File: config.mk
export PLATFORM = sky130hd
export DESIGN_NAME = hbg_gate_ctrl
export DESIGN_NICKNAME = d
export VERILOG_FILES = /design/src/common/hbg_pkg.sv /design/src/hdl/hbg_sync.sv /design/src/hdl/hbg_apb.sv /design/src/hdl/hbg_gate_ctrl.sv
export SDC_FILE = /design/constraint.sdc
export NUM_CORES = 1
export LEC_CHECK = 0
export ABC_AREA = 1
export BUFFER_PORTS_ARGS = -buffer_cell sky130_fd_sc_hd__buf_2
export CAP_MARGIN = 10
export CELL_PAD_IN_SITES_DETAIL_PLACEMENT = 2
export CELL_PAD_IN_SITES_GLOBAL_PLACEMENT = 2
export CORE_MARGIN = 2
export CORE_UTILIZATION = 31
export CTS_CLUSTER_SIZE = 20
export DETAILED_ROUTE_END_ITERATION = 6
export PLACE_DENSITY_LB_ADDON = 0.1
export SLEW_MARGIN = 15
export SYNTH_ARGS = -nofsm -noshare
export SYNTH_HDL_FRONTEND = slang
export SYNTH_SLANG_ARGS = --single-unit
File: constraint.sdc
create_clock -name pclk -period 1.8 [get_ports pclk]
set_input_delay 0.27 -clock pclk [delete_from_list [all_inputs] [get_ports pclk]]
set_output_delay 0.27 -clock pclk [all_outputs]
set_load 0.1 [all_outputs]
File: src/common/hbg_pkg.sv
/*
 Shared constants and types of the half-bridge gate control block.
 Assumes a 10 MHz pclk and a 32-bit APB slave with byte addresses.
*/
package hbg_pkg;
	// Clock
	localparam int CLK_PERIOD_NS = 100;

	// APB map
	localparam int ADDR_W = 12;
	localparam logic [11:0] ADDR_CTRL = 12'h000;
	localparam logic [11:0] ADDR_DRIVE = 12'h004;
	localparam logic [11:0] ADDR_TIMING = 12'h008;
	localparam logic [11:0] ADDR_STATUS = 12'h00C;

	// Control register fields
	localparam int CTRL_SRC_SEL_BIT = 0;
	localparam int CTRL_PWM_LVL_BIT = 1;
	localparam int CTRL_HIZ_BIT = 2;
	localparam logic [31:0] CTRL_RST = 32'h0000_0000;

	// Drive register fields
	localparam int CUR_W = 4;
	localparam int DRV_SRC_LSB = 0;
	localparam int DRV_SINK_LSB = 4;
	localparam logic [31:0] DRIVE_RST = 32'h0000_0077;

	// Timing register fields, counts in pclk cycles
	localparam int TIM_W = 8;
	localparam int TIM_DRIVE_LSB = 0;
	localparam int TIM_DEAD_LSB = 8;
	localparam logic [31:0] TIMING_RST = 32'h0000_0404;

	// Status register fields
	localparam int ST_HIGH_BIT = 0;
	localparam int ST_LOW_BIT = 1;
	localparam int ST_HIZ_BIT = 2;
	localparam int ST_SLEEP_BIT = 3;
	localparam int ST_HW_BIT = 4;
	localparam int ST_BLANK_BIT = 5;
	localparam int ST_STATE_LSB = 8;

	// Hardware-variant configuration code width
	localparam int CFG_W = 4;

	// Gate sequence states
	typedef enum logic [2:0] {
		HBG_S_HIZ = 3'b000,
		HBG_S_DEAD = 3'b001,
		HBG_S_DRV_HS = 3'b010,
		HBG_S_HOLD_HS = 3'b011,
		HBG_S_DRV_LS = 3'b100,
		HBG_S_HOLD_LS = 3'b101
	} hbg_state_t;

	// Current stage applied to one gate
	typedef enum logic [1:0] {
		HBG_G_STRONG = 2'b00,
		HBG_G_SINK = 2'b01,
		HBG_G_SOURCE = 2'b10,
		HBG_G_HOLD = 2'b11
	} hbg_gmode_t;
endpackage

File: src/hdl/hbg_sync.sv
/*
 Two-flop synchroniser for a group of independent level inputs.
 Assumes each bit is a slow level; reset value chosen by parameter.
*/
`timescale 1ns/10ps
module hbg_sync import hbg_pkg::*; #(
	parameter int W = 3,
	parameter logic [W-1:0] RST = '0
) (
	input wire logic pclk, // Clock
	input wire logic presetn, // Async reset, low
	input wire logic [W-1:0] d, // Raw inputs
	output logic [W-1:0] q // Synchronised levels
);
	genvar i;
	generate
		for (i = 0; i < W; i++)
		begin : g_bit
			logic meta_q;
			// First flop feeds only the second
			always_ff @(posedge pclk or negedge presetn)
			begin
				if (!presetn)
				begin
					meta_q <= RST[i];
					q[i] <= RST[i];
				end
				else
				begin
					meta_q <= d[i];
					q[i] <= meta_q;
				end
			end
		end
	endgenerate
endmodule

File: src/hdl/hbg_apb.sv
/*
 APB register file of the half-bridge gate control block.
 Assumes an APB master per the protocol; answers with zero wait states.
*/
`timescale 1ns/10ps
module hbg_apb import hbg_pkg::*; (
	input wire logic pclk, // Clock
	input wire logic presetn, // Async reset, low
	input wire logic [11:0] paddr, // Byte address
	input wire logic psel, // Select
	input wire logic penable, // Access phase
	input wire logic pwrite, // Write
	input wire logic [31:0] pwdata, // Write data
	output logic [31:0] prdata, // Read data
	output logic pready, // Ready
	output logic pslverr, // Error
	input wire logic wr_allow, // Serial writes accepted
	input wire logic [31:0] status_in, // Live status word
	output logic pwm_source_select, // Register drives PWM
	output logic reg_pwm_level, // Register PWM level
	output logic reg_hiz_request, // Register high-Z request
	output logic [3:0] source_current_field, // Peak source code
	output logic [3:0] sink_current_field, // Peak sink code
	output logic [7:0] drive_interval_field, // Drive interval
	output logic [7:0] dead_interval_field // Dead interval
);
	logic [31:0] ctrl_q;
	logic [31:0] drive_q;
	logic [31:0] timing_q;
	logic hit_rw;
	logic hit_any;
	logic wr_ok;

	// Address decode
	assign hit_rw = paddr == ADDR_CTRL || paddr == ADDR_DRIVE || paddr == ADDR_TIMING;
	assign hit_any = hit_rw || paddr == ADDR_STATUS;
	assign wr_ok = hit_rw && wr_allow;
	assign pready = 1'b1;
	// Error on unmapped address or refused write
	assign pslverr = psel && penable && (!hit_any || (pwrite && !wr_ok));

	// Register writes take effect in the access phase
	always_ff @(posedge pclk or negedge presetn)
	begin
		if (!presetn)
		begin
			ctrl_q <= CTRL_RST;
			drive_q <= DRIVE_RST;
			timing_q <= TIMING_RST;
		end
		else if (psel && penable && pwrite && wr_ok)
		begin
			if (paddr == ADDR_CTRL)
				ctrl_q <= pwdata & 32'h0000_0007;
			if (paddr == ADDR_DRIVE)
				drive_q <= pwdata & 32'h0000_00FF;
			if (paddr == ADDR_TIMING)
				timing_q <= pwdata & 32'h0000_FFFF;
		end
	end

	// Read data captured in the setup phase
	always_ff @(posedge pclk or negedge presetn)
	begin
		if (!presetn)
			prdata <= 32'h0000_0000;
		else if (psel && !penable && !pwrite)
		begin
			unique case (paddr)
				ADDR_CTRL: prdata <= ctrl_q;
				ADDR_DRIVE: prdata <= drive_q;
				ADDR_TIMING: prdata <= timing_q;
				ADDR_STATUS: prdata <= status_in;
				default: prdata <= 32'h0000_0000;
			endcase
		end
	end

	// Field taps
	assign pwm_source_select = ctrl_q[CTRL_SRC_SEL_BIT];
	assign reg_pwm_level = ctrl_q[CTRL_PWM_LVL_BIT];
	assign reg_hiz_request = ctrl_q[CTRL_HIZ_BIT];
	assign source_current_field = drive_q[DRV_SRC_LSB +: CUR_W];
	assign sink_current_field = drive_q[DRV_SINK_LSB +: CUR_W];
	assign drive_interval_field = timing_q[TIM_DRIVE_LSB +: TIM_W];
	assign dead_interval_field = timing_q[TIM_DEAD_LSB +: TIM_W];
endmodule

File: src/hdl/hbg_gate_ctrl.sv
/*
 Top of the half-bridge gate control: input selection, configuration
 latching, gate sequencing and APB registers.
 Assumes pins are synchronous-ish levels; analog stages sit outside.
*/
// The APB register port and the register addresses were chosen for this implementation.
// What this block does
// - Hi-Z request low holds both gates off with the strong pull-down; else PWM 0 low side, 1 high side.
// - Hi-Z request overrides PWM; PWM ignored while it is active.
// - Dead time is inserted internally so one PWM input drives both gates.
// - On serial variant a select bit lets a register level replace the PWM pin.
// - On serial variant Hi-Z is pin request OR register request.
// - Hardware variant reads the four serial pins as configuration inputs.
// - Hardware configuration is latched at power-up, later pin changes ignored until a wake.
// - Sleep then wake re-latches the hardware configuration.
// - Peak drive current is applied for the programmed drive interval per transition.
// - Gate and drain fault monitors are blanked during the drive interval.
// - An on gate is held with the hold pull-up current after switching.
// - An off gate is kept discharged with the strong pull-down after switching.
// - Peak source and sink codes are chosen independently by register; hardware variant uses one pin code for both.
// - The dead interval comes from a register field.
// - Current codes are 4 bits, 16 monotonic steps.
// - A new PWM command ends the drive interval at once.
// - Strong pull-down holds a gate while the opposite gate switches.
`timescale 1ns/10ps
module hbg_gate_ctrl import hbg_pkg::*; (
	input wire logic pclk, // Clock, 10 MHz
	input wire logic presetn, // Async reset, low
	input wire logic [11:0] paddr, // APB address
	input wire logic psel, // APB select
	input wire logic penable, // APB enable
	input wire logic pwrite, // APB write
	input wire logic [31:0] pwdata, // APB write data
	output logic [31:0] prdata, // APB read data
	output logic pready, // APB ready
	output logic pslverr, // APB error
	input wire logic hw_variant, // Strap: 1 hardware variant
	input wire logic halfbridge_pwm_input, // PWM pin
	input wire logic hiz_request_n_pin, // High-Z request, low
	input wire logic sleep_n_pin, // Sleep request, low
	input wire logic serial_select_n, // Serial select, low
	input wire logic [3:0] gain_pin, // Amplifier gain setting
	input wire logic [3:0] overcurrent_threshold_pin, // Overcurrent level
	input wire logic [3:0] gate_current_setting, // Gate current strength
	input wire logic [3:0] mode_pin, // Operating mode setting
	output logic high_gate_out, // High gate on
	output logic low_gate_out, // Low gate on
	output hbg_gmode_t high_gate_mode, // High gate current stage
	output hbg_gmode_t low_gate_mode, // Low gate current stage
	output logic [3:0] source_current_code, // Peak source code
	output logic [3:0] sink_current_code, // Peak sink code
	output logic fault_blank, // Fault monitors blanked
	output logic [3:0] gain_code, // Latched gain
	output logic [3:0] ocp_level_code, // Latched overcurrent level
	output logic [3:0] mode_code, // Latched mode
	output logic hw_active // Latched variant
);
	logic pwm_s;
	logic hiz_n_s;
	logic sleep_s;
	logic sleep_prev_q;
	logic init_q;
	logic latch_ev;
	logic hw_q;
	logic [3:0] cur_pin_q;
	logic src_sel;
	logic reg_lvl;
	logic reg_hiz;
	logic [3:0] src_field;
	logic [3:0] sink_field;
	logic [7:0] drv_field;
	logic [7:0] dead_field;
	logic pwm_eff;
	logic hiz_request;
	logic halt;
	hbg_state_t state_q;
	logic [7:0] timer_q;
	logic last_hs_q;
	logic [31:0] status;

	// Pin levels into the clock domain; reset reads awake so no false wake edge
	hbg_sync #(.W(3), .RST(3'b001)) u_sync (
		.pclk(pclk),
		.presetn(presetn),
		.d({halfbridge_pwm_input, hiz_request_n_pin, sleep_n_pin}),
		.q({pwm_s, hiz_n_s, sleep_s})
	);

	// Register file
	hbg_apb u_apb (
		.pclk(pclk),
		.presetn(presetn),
		.paddr(paddr),
		.psel(psel),
		.penable(penable),
		.pwrite(pwrite),
		.pwdata(pwdata),
		.prdata(prdata),
		.pready(pready),
		.pslverr(pslverr),
		.wr_allow(!serial_select_n && !hw_q),
		.status_in(status),
		.pwm_source_select(src_sel),
		.reg_pwm_level(reg_lvl),
		.reg_hiz_request(reg_hiz),
		.source_current_field(src_field),
		.sink_current_field(sink_field),
		.drive_interval_field(drv_field),
		.dead_interval_field(dead_field)
	);

	// Latch at first cycle after reset and on every wake
	assign latch_ev = !init_q || (sleep_s && !sleep_prev_q);

	// Wake edge tracking
	always_ff @(posedge pclk or negedge presetn)
	begin
		if (!presetn)
		begin
			init_q <= 1'b0;
			sleep_prev_q <= 1'b1;
		end
		else
		begin
			init_q <= 1'b1;
			sleep_prev_q <= sleep_s;
		end
	end

	// Hardware configuration latch, pins ignored between events
	always_ff @(posedge pclk or negedge presetn)
	begin
		if (!presetn)
		begin
			hw_q <= 1'b0;
			gain_code <= 4'h0;
			ocp_level_code <= 4'h0;
			cur_pin_q <= 4'h0;
			mode_code <= 4'h0;
		end
		else if (latch_ev)
		begin
			hw_q <= hw_variant;
			gain_code <= gain_pin;
			ocp_level_code <= overcurrent_threshold_pin;
			cur_pin_q <= gate_current_setting;
			mode_code <= mode_pin;
		end
	end
	assign hw_active = hw_q;

	// Effective commands
	assign pwm_eff = (!hw_q && src_sel) ? reg_lvl : pwm_s;
	assign hiz_request = !hiz_n_s || (!hw_q && reg_hiz);
	assign halt = hiz_request || !sleep_s;

	// Peak current codes, 16 steps each, picked per variant
	always_ff @(posedge pclk or negedge presetn)
	begin
		if (!presetn)
		begin
			source_current_code <= 4'h0;
			sink_current_code <= 4'h0;
		end
		else
		begin
			source_current_code <= hw_q ? cur_pin_q : src_field;
			sink_current_code <= hw_q ? cur_pin_q : sink_field;
		end
	end

	// Gate sequence: break, dead interval, then make with peak drive
	always_ff @(posedge pclk or negedge presetn)
	begin
		if (!presetn)
		begin
			state_q <= HBG_S_HIZ;
			timer_q <= 8'h00;
			last_hs_q <= 1'b0;
		end
		else if (halt)
		begin
			state_q <= HBG_S_HIZ;
			timer_q <= 8'h00;
		end
		else
		begin
			unique case (state_q)
				HBG_S_HIZ:
				begin
					state_q <= HBG_S_DEAD;
					timer_q <= dead_field;
				end
				HBG_S_DEAD:
				begin
					if (timer_q == 8'h00)
					begin
						state_q <= pwm_eff ? HBG_S_DRV_HS : HBG_S_DRV_LS;
						timer_q <= drv_field;
					end
					else
						timer_q <= timer_q - 8'h01;
				end
				HBG_S_DRV_HS, HBG_S_HOLD_HS:
				begin
					if (!pwm_eff)
					begin
						state_q <= HBG_S_DEAD;
						timer_q <= dead_field;
						last_hs_q <= 1'b1;
					end
					else if (state_q == HBG_S_DRV_HS && timer_q == 8'h00)
						state_q <= HBG_S_HOLD_HS;
					else if (state_q == HBG_S_DRV_HS)
						timer_q <= timer_q - 8'h01;
				end
				HBG_S_DRV_LS, HBG_S_HOLD_LS:
				begin
					if (pwm_eff)
					begin
						state_q <= HBG_S_DEAD;
						timer_q <= dead_field;
						last_hs_q <= 1'b0;
					end
					else if (state_q == HBG_S_DRV_LS && timer_q == 8'h00)
						state_q <= HBG_S_HOLD_LS;
					else if (state_q == HBG_S_DRV_LS)
						timer_q <= timer_q - 8'h01;
				end
				default:
					state_q <= HBG_S_HIZ;
			endcase
		end
	end

	// Gate levels and current stages decoded from the sequence state
	always_ff @(posedge pclk or negedge presetn)
	begin
		if (!presetn)
		begin
			high_gate_out <= 1'b0;
			low_gate_out <= 1'b0;
			high_gate_mode <= HBG_G_STRONG;
			low_gate_mode <= HBG_G_STRONG;
			fault_blank <= 1'b0;
		end
		else
		begin
			high_gate_out <= state_q == HBG_S_DRV_HS || state_q == HBG_S_HOLD_HS;
			low_gate_out <= state_q == HBG_S_DRV_LS || state_q == HBG_S_HOLD_LS;
			fault_blank <= state_q == HBG_S_DRV_HS || state_q == HBG_S_DRV_LS;
			high_gate_mode <= HBG_G_STRONG;
			low_gate_mode <= HBG_G_STRONG;
			unique case (state_q)
				HBG_S_DRV_HS: high_gate_mode <= HBG_G_SOURCE;
				HBG_S_HOLD_HS: high_gate_mode <= HBG_G_HOLD;
				HBG_S_DRV_LS: low_gate_mode <= HBG_G_SOURCE;
				HBG_S_HOLD_LS: low_gate_mode <= HBG_G_HOLD;
				HBG_S_DEAD:
				begin
					if (last_hs_q)
						high_gate_mode <= HBG_G_SINK;
					else
						low_gate_mode <= HBG_G_SINK;
				end
				default:
				begin
				end
			endcase
		end
	end

	// Status word for software
	always_comb
	begin
		status = 32'h0000_0000;
		status[ST_HIGH_BIT] = high_gate_out;
		status[ST_LOW_BIT] = low_gate_out;
		status[ST_HIZ_BIT] = hiz_request;
		status[ST_SLEEP_BIT] = !sleep_s;
		status[ST_HW_BIT] = hw_q;
		status[ST_BLANK_BIT] = fault_blank;
		status[ST_STATE_LSB +: 3] = state_q;
	end
endmodule

==> results of run 1 <==
## flip-flops by register name, summed over array words and instances, names as in the netlist, 2 cells and up
signal and cells:
sink_current_code 4, cur_pin_q 4, high_gate_mode 2, u_apb.ctrl_q 3
u_apb.drive_q 8, u_sync.g_bit.meta_q 3, timer_q 8, low_gate_mode 2
ocp_level_code 4, state_q 3, u_apb.timing_q 16, source_current_code 4
u_sync.q 3, mode_code 4, u_apb.prdata 16, gain_code 4
## repair_timing
action,in CTS,in global routing
hold buffers,2,0
gates cloned,0,0
endpoints found under the hold margin,82,0
pin swaps,1,9
buffers inserted,1,10
setup endpoints to repair,1,11
resized for setup,0,29
## synth_stat cells, drive strengths merged
cell,instances,share of area (%)
clkinv,1,0.078
mux2,16,3.8
dfstp,11,6.0
o211ai,1,0.16
buf,25,4.5
nor3,6,0.94
dfrtp,84,44
xor2,4,0.73
conb,2,0.16
or2,1,0.13
nand2,202,17
o21ai,46,6.6
clkbuf,2,0.16
xnor2,1,0.18
inv,55,4.4
nand3,34,5.1
a21oi,3,0.31
ha,6,1.6
o22ai,1,0.13
nor2,32,3.4
nand4,9,1.2
## final cells by class
type                            count  share of cell area (%)
Sequential cell                    95                   38.71
Multi-Input combinational cell    380                   34.36
Clock buffer                        9                   3.636
Timing Repair Buffer              139                   14.38
Inverter                           56                   3.475
Clock inverter                      7                   1.636
Tap cell                          188                   3.798
## worst min path at each step
stage	start	endpoint	slack, ps	cells after the start
after floorplan	presetn	cur_pin_q[0]$_DFFE_PN0P_	-30	0
after global placement	presetn	sink_current_code[1]$_DFF_PN0_	100	1
after detailed placement	presetn	source_current_code[1]$_DFF_PN0_	100	1
after CTS	hiz_request_n_pin	u_sync.g_bit[1].meta_q$_DFF_PN0_	2	1
after global routing	halfbridge_pwm_input	u_sync.g_bit[2].meta_q$_DFF_PN0_	9	1
final	hiz_request_n_pin	u_sync.g_bit[1].meta_q$_DFF_PN0_	20	1
## per-stage QoR
step / TNS, ps / area, um2 / utilization (%) / instances
detailed placement: 0 / 5648 / 37.29 / 845
CTS: 0 / 6002 / 39.63 / 864
global route: -38.28 / 6193 / 40.89 / 874
finish: 0 / 6193 / 40.89 / 874
floorplan: -237.4 / 4866 / - / 558
global placement: 0 / 5648 / 37.29 / 845
## critical path, delay by kind of cell, from the launching register on
kind          cells  cell delay [ps]
flops             1              510
simple gates      3              440
buf+inv           1              160
## power by group
group,switching [W],total [W],leakage [nW],internal (W)
registers,0.0000482,0.00227,1.22,0.00222
logic,0.000828,0.00105,1.82,0.000219
clock network,0.000957,0.00208,0.155,0.00112
## cells by family (layout without fill, tap and decap cells)
logic type / after synthesis / count (layout) / share of synthesized area [%]
buffers and inverters: 83 / 211 / 9.067
muxes: 16 / 16 / 3.763
DFF: 95 / 95 / 49.93
xor gates and xnor gates: 5 / 5 / 0.9145
adders and majority gates: 6 / 6 / 1.568
AOI/OAI and AO/OA: 51 / 51 / 7.212
other: 2 / 18 / 0.1568
and+or+nand+nor: 284 / 284 / 27.38
## metal layers
layer | share of wire, % | track usage, % | vias up
met4 | 1.2 | 4.848 | 0
met2 | 50 | 31.13 | 78
met5 | 0 | 0 | -
li1 | - | - | 1954
met3 | 3.6 | 3.840 | 11
met1 | 45 | 23.22 | 2021
==> results.py, run 1 <==
metrics = {
    "routing": {
        "routedWlPerCell_um": 16.27,
        "first_pass_iters": 4,
        "drtIter0Drc": 123,
        "drc": 0,
        "wl_um": 14220,
        "antenna_left": 0,
        "vias": 4064,
        "vias_per_cell": 4.650,
    },
    "global_route": {
        "overflow": 0,
        "grt_pass1_wl_um": 22980,
        "track_usage_pct": 18.15,
        "grt_pass1_vias": 4391,
        "antenna_found_initial": 0,
        "grt_max_degree": 56,
    },
    "status": {
        "run_status": "completed",
    },
    "synthesis": {
        "ys_seq_elements": 95,
        "seq_area_frac_synth_pct": 49.93,
        "ys_warn_count": 0,
        "ys_types": 34,
        "synthCells": 542,
        "syn_area_per_cell_um2": 8.835,
        "syn_area_um2": 4788,
    },
    "sta": {
        "slew_headroom_pct": 57.83,
        "fin_crit_ps": 1754,
        "hold_ws_ps": 16.88,
        "post-route-period-util_pct": 97.44,
        "max_freq_mhz": 570.2,
        "rsz0062_at_grt": "true",
        "setup_violations": 0,
        "timing.final.ws_setup_ps": 46.12,
        "fin_skew_ps": 7.690,
        "hold_violations": 0,
        "worst_pin_slew_ps": 631.9,
        "drv_slew": 0,
    },
    "critical_path": {
        "path_cells": "or2_4 -> nor2_4 -> nor3_4 -> buf_12",
        "crit_fanout": 3,
        "rrSetupSlack_ps": 140,
        "worstSetupPathType": "flip-flop to primary output",
        "crit-reg2reg-capture": "timer_q[1]$_DFFE_PN0P_",
        "startpoint": "hw_active$_DFFE_PN0P_",
        "slowest_stage": "dfrtp_4",
        "cpPeakStageDelay_ps": 510,
        "reg2regPathDepth": 12,
        "critical_path.endpoint": "pslverr",
        "worstPathArrival_ps": 1480,
        "regToRegStartpoint": "timer_q[0]$_DFFE_PN0P_",
        "cp.required_ps": 1530,
        "crit_path_end_kind": "primary output",
        "start_kind": "flip-flop",
    },
    "finish": {
        "register_area_um2": 2397,
        "fill_cells": 1713,
        "drive_above_1_share_pct": 37.61,
        "multi_input_area_um2": 2128,
        "nets": 757,
        "area_growth_pct": 29.34,
        "mostFrequentLayoutCells": "186 x nand2_1, 96 x buf_2, 81 x dfrtp_1",
        "antennaDiodeCount": 0,
        "final_common_cell": "nand2_1",
    },
    "clock_network": {
        "cts_buffer_depth": 2,
        "htree_num_levels": 3,
        "cts_tree": "yes",
        "cts_buffers": 9,
        "clock-root-buffer": "clkbuf_16",
        "cts.sinks": 95,
        "clkTransAtPathRegs_ps": 70,
        "clock_latency_ps": 360,
    },
    "run": {
        "max-cap-violations": 0,
    },
    "floorplanning": {
        "die_y_um": 128.3,
        "rows": 45,
        "initial_utilization_pct": 31.62,
        "die_area_um2": 16460,
        "dieWidth_um": 128.3,
        "pin_count": 132,
        "core-area_um2": 15150,
    },
    "pwr": {
        "cellPowerDensity_nw_per_um2": 871.2,
        "p_total_w": 0.005396,
        "p_leak_nw": 3.197,
        "irDropWorstVdd_uv": 686.6,
    },
    "placement": {
        "portBuffers": 98,
        "dp_hpwl_um": 10740,
        "gp_congestion": 0.8041,
        "dp_slack_ps": 20.54,
    },
    "min_path": {
        "hold_path.class": "input port to flip-flop",
    },
}
No activity file was read; power rests on OpenSTA's default activity.
==> run 2, diff against run 1 <==
==> constraint.sdc (replaced) <==
create_clock -name pclk -period 2 [get_ports pclk]
set_input_delay 0.3 -clock pclk [delete_from_list [all_inputs] [get_ports pclk]]
set_output_delay 0.3 -clock pclk [all_outputs]
set_load 0.1 [all_outputs]
==> results.py, run 2 (synthesis results as in run 1) <==
metrics = {
    "pwr": {
        "p_leak_nw": 3.064,
        "p_sw_w": 0.001657,
        "cellPowerDensity_nw_per_um2": 802.5,
        "irDropWorstVdd_uv": 494.1,
        "seqPwrFrac_pct": 43.3,
        "p_int_w": 0.003060,
        "power_frac_comb_pct": 19.1,
        "p_sw_share_pct": 35.13,
        "clkPwrFrac_pct": 37.6,
    },
    "sta": {
        "max_freq_mhz": 517.3,
        "slew_headroom_pct": 58.52,
        "hold_violations": 0,
        "rsz0062_at_grt": "false",
        "setup_violations": 0,
        "fin_skew_ps": 12.40,
        "post-route-period-util_pct": 96.65,
        "worst_pin_slew_ps": 621.6,
        "drv_slew": 0,
        "hold_ws_ps": 33.78,
        "fin_crit_ps": 1933,
    },
    "finish": {
        "reg_top3": "u_apb.prdata: 16 flops, u_apb.timing_q: 16 flops",
        "nets": 736,
        "fill_cells": 1715,
        "drive_above_1_share_pct": 33.08,
        "final_common_cell": "nand2_1",
        "area_growth_pct": 22.73,
        "antennaDiodeCount": 0,
        "mostFrequentLayoutCells": "193 x nand2_1, 96 x buf_2, 83 x dfrtp_1",
        "stdcell_area_um2": 5877,
    },
    "status": {
        "run_status": "completed",
    },
    "floorplanning": {
        "die_area_um2": 16460,
        "dieWidth_um": 128.3,
        "die_y_um": 128.3,
        "rows": 45,
        "initial_utilization_pct": 31.62,
        "pin_count": 132,
        "core-area_um2": 15150,
    },
    "critical_path": {
        "cp.required_ps": 1700,
        "crit_fanout": 10,
        "start_kind": "flip-flop",
        "worstSetupPathType": "flip-flop to primary output",
        "worstPathArrival_ps": 1630,
        "crit_path_end_kind": "primary output",
    },
    "routing": {
        "drc": 0,
        "wl_um": 14100,
        "drtIter0Drc": 118,
        "vias_per_cell": 4.681,
        "vias": 3993,
        "routedWlPerCell_um": 16.53,
        "antenna_left": 0,
        "first_pass_iters": 4,
    },
    "global_route": {
        "overflow": 0,
        "grt_pass1_vias": 4487,
        "track_usage_pct": 18.60,
        "antenna_found_initial": 0,
        "grt_pass1_wl_um": 23730,
        "grt_max_degree": 38,
    },
    "placement": {
        "place_area_um2": 5555,
        "dp_hpwl_um": 10910,
        "portBuffers": 98,
        "gp_congestion": 0.8260,
    },
    "clock_network": {
        "cts_buffer_depth": 2,
        "cts_tree": "yes",
        "clock_latency_ps": 360,
        "htree_num_levels": 3,
        "clkTransAtPathRegs_ps": 80,
        "cts.sinks": 95,
        "cts_buffers": 9,
        "clock-root-buffer": "clkbuf_16",
    },
    "run": {
        "max-cap-violations": 0,
    },
    "min_path": {
        "hold_path.class": "input port to flip-flop",
    },
}
[run 2: per-layer routing]
| layer | track usage, % | wire [um] |
|---|---|---|
| met4 | 3.103 | 93 |
| met1 | 23.73 | 6399 |
| met3 | 4.633 | 569 |
| met2 | 32.38 | 7040 |
| met5 | 0 | 0 |
[run 2: path summary, 6_finish.rpt]
path | from | to | slack [ps] | cells past startpoint
max | hw_active$_DFFE_PN0P_ | pslverr | 70 | 4
min | sleep_n_pin | u_sync.g_bit[0].meta_q$_DFF_PN1_ | 30 | 1
max reg2reg | timer_q[0]$_DFFE_PN0P_ | timer_q[2]$_DFFE_PN0P_ | 180 | 11
min reg2reg | u_sync.g_bit[1].meta_q$_DFF_PN0_ | u_sync.q[1]$_DFF_PN0_ | 350 | 0
max in group asynchronous | presetn | u_apb.timing_q[10]$_DFFE_PN1P_ | 920 | 3
min in group asynchronous | presetn | u_apb.timing_q[1]$_DFFE_PN0P_ | 420 | 2
[run 2: what timing repair did]
action | CTS | global route
hold endpoints to repair | 24 | 0
gates resized for setup | 0 | 3
setup endpoints to repair | 0 | 8
hold buffers | 1 | 0
buffers inserted | 0 | 0
[run 2: final cells by class]
cell class	instances	area, um2	share of cell area, %
clock buffer	9	225.2	3.832
timing repair buffer	118	685.7	11.67
tap	188	235.2	4.003
sequential	95	2395	40.75
multi-input combinational	380	2044	34.79
inverter	56	212.7	3.619
clock inverter	7	78.83	1.341
[run 2: metrics by stage]
stage / total power, W / setup slack [ps] / util, % / TNS, ps / instances
2_1_floorplan: 0.002781 / -67.43 / - / -67.43 / 558
3_3_place_gp: 0.002969 / 233.3 / 36.68 / 0 / 836
3_5_place_dp: 0.002989 / 157.4 / 36.68 / 0 / 836
4_1_cts: 0.004799 / 40.98 / 38.75 / 0 / 853
5_1_grt: 0.004922 / 4.670 / 38.80 / 0 / 853
6_report: 0.004716 / 66.91 / 38.80 / 0 / 853
[run 2: worst max-delay path, cell delays in order (launching register included)]
cell and delay (ps):
dfrtp_4 550, or2_4 270, nor2_4 200, nor3_4 80, buf_12 170
[run 2: power by group through the flow]
stage	Clock [W]	Sequential, W	Combinational, W
floorplan	0	0.00242	0.000359
global placement	0	0.00208	0.000891
detailed placement	0	0.00208	0.000907
CTS	0.00184	0.00205	0.000911
global route	0.00191	0.00206	0.000957
finish	0.00177	0.00204	0.000899
==> run 3, diff against run 2 <==
--- a/config.mk
+++ b/config.mk
@@ -8,10 +8,10 @@
 export ABC_AREA = 1
 export BUFFER_PORTS_ARGS = -buffer_cell sky130_fd_sc_hd__buf_2
 export CAP_MARGIN = 10
-export CELL_PAD_IN_SITES_DETAIL_PLACEMENT = 2
-export CELL_PAD_IN_SITES_GLOBAL_PLACEMENT = 2
+export CELL_PAD_IN_SITES_DETAIL_PLACEMENT = 0
+export CELL_PAD_IN_SITES_GLOBAL_PLACEMENT = 1
 export CORE_MARGIN = 2
-export CORE_UTILIZATION = 31
+export CORE_UTILIZATION = 39
 export CTS_CLUSTER_SIZE = 20
 export DETAILED_ROUTE_END_ITERATION = 6
 export PLACE_DENSITY_LB_ADDON = 0.1
==> results.py, run 3 (synthesis results as in run 1) <==
metrics = {
    "status": {
        "run_status": "completed",
    },
    "routing": {
        "vias": 3744,
        "first_pass_iters": 4,
        "drtIter0Drc": 228,
        "antenna_left": 0,
        "vias_per_cell": 4.639,
        "wl_um": 11260,
        "routedWlPerCell_um": 13.96,
        "drc": 0,
    },
    "placement": {
        "portBuffers": 98,
        "dp_hpwl_um": 8467,
        "dp.cells": 790,
        "gp_congestion": 0.8631,
        "place_area_um2": 5466,
    },
    "critical_path": {
        "critical_path.endpoint": "pslverr",
        "crit_path_end_kind": "primary output",
        "start_kind": "flip-flop",
        "worstSetupPathType": "flip-flop to primary output",
        "worstPathArrival_ps": 1620,
        "regToRegStartpoint": "hw_active$_DFFE_PN0P_",
        "reg2regPathDepth": 11,
        "cp.required_ps": 1700,
        "crit_fanout": 10,
        "crit-reg2reg-capture": "timer_q[2]$_DFFE_PN0P_",
        "startpoint": "hw_active$_DFFE_PN0P_",
        "rrSetupSlack_ps": 210,
    },
    "finish": {
        "fin_cells": 807,
        "multi_input_area_um2": 2049,
        "stdcell_area_um2": 5798,
        "antennaDiodeCount": 0,
        "nets": 731,
        "drive_above_1_share_pct": 32.27,
        "mostFrequentLayoutCells": "194 x nand2_1, 96 x buf_2, 82 x dfrtp_1",
        "fill_cells": 1180,
        "reg_top3": "u_apb.prdata: 16 flops, u_apb.timing_q: 16 flops",
        "register_area_um2": 2396,
        "area_growth_pct": 21.09,
        "final_common_cell": "nand2_1",
    },
    "global_route": {
        "track_usage_pct": 18.44,
        "grt_pass1_wl_um": 18660,
        "grt_max_degree": 39,
        "grt_pass1_vias": 3705,
        "antenna_found_initial": 0,
        "overflow": 0,
    },
    "sta": {
        "setup_violations": 0,
        "fin_crit_ps": 1918,
        "hold_violations": 0,
        "rsz0062_at_grt": "false",
        "drv_slew": 0,
        "fin_skew_ps": 7.698,
        "post-route-period-util_pct": 95.88,
        "max_freq_mhz": 521.5,
        "worst_pin_slew_ps": 580.6,
        "setup_tns_ps": 0,
        "slew_headroom_pct": 61.25,
    },
    "floorplanning": {
        "initial_utilization_pct": 39.86,
        "die_y_um": 114.8,
        "die_area_um2": 13180,
        "core-area_um2": 12010,
        "dieWidth_um": 114.8,
        "pin_count": 132,
        "rows": 40,
    },
    "clock_network": {
        "cts_buffer_depth": 2,
        "clock-root-buffer": "clkbuf_16",
        "cts.sinks": 95,
        "clkTransAtPathRegs_ps": 70,
        "cts_buffers": 9,
        "cts_tree": "yes",
        "clock_latency_ps": 360,
        "htree_num_levels": 3,
        "postCtsSetupRepairBufs": 0,
    },
    "min_path": {
        "hold_start": "sleep_n_pin",
        "hold_path.class": "input port to flip-flop",
    },
    "pwr": {
        "irDropWorstVdd_uv": 684.5,
        "cellPowerDensity_nw_per_um2": 811.5,
        "p_leak_nw": 3.041,
    },
    "run": {
        "max-cap-violations": 0,
    },
}
-- run 3: report_power, final --
part	leakage [nW]	internal, W	switching (W)
combinational	1.67	0.000162	0.000711
sequential	1.22	0.00200	0.0000440
clock	0.151	0.000996	0.000793
-- run 3: layer usage --
layer	wire length [um]	track usage, %	vias up	part of all wire [%]
li1	-	-	1909	-
met1	5529	25.73	1736	49
met2	5105	28.95	87	45
met3	517	4.797	12	4.6
met4	110	4.578	0	0.98
met5	0	0	-	0
-- run 3: worst min path at each step --
stage | end | cells after the start
finish | u_sync.g_bit[0].meta_q$_DFF_PN1_ | 1
global route | u_sync.g_bit[0].meta_q$_DFF_PN1_ | 1
CTS | u_sync.g_bit[0].meta_q$_DFF_PN1_ | 1
detailed placement | u_apb.prdata[3]$_DFFE_PN0P_ | 1
global placement | u_apb.prdata[4]$_DFFE_PN0P_ | 1
floorplan | cur_pin_q[0]$_DFFE_PN0P_ | 0
-- run 3: through the flow --
stage	power (W)	hold WS (ps)	setup WS, ps	utilization [%]
final	0.004705	39.30	82.33	48.27
after global routing	0.004904	26.08	9.733	48.27
after CTS	0.004777	26.75	58.09	48.16
after detailed placement	0.002960	267.3	177.3	45.51
after global placement	0.002953	263.2	200.4	45.51
after floorplan	0.002781	4.409	-67.43	-
-- run 3: worst max-delay path: stages, from the launching register on --
cell and delay [ps]:
dfrtp_4 550, or2_4 260, nor2_4 200, nor3_4 80
buf_12 170
-- run 3: repair_timing --
item,in CTS,in global routing
setup endpoints to repair,0,8
gates resized for setup,0,3
hold buffers,1,0
hold endpoints to repair,24,0
-- run 3: final cells by class --
| class | count | area share [%] |
|---|---|---|
| sequential | 95 | 41.33 |
| clock buffer | 10 | 3.949 |
| clock inverter | 6 | 1.360 |
| timing repair buffer | 113 | 11.18 |
| multi-input combinational | 380 | 35.35 |
| inverter | 56 | 3.669 |
| tap | 147 | 3.172 |
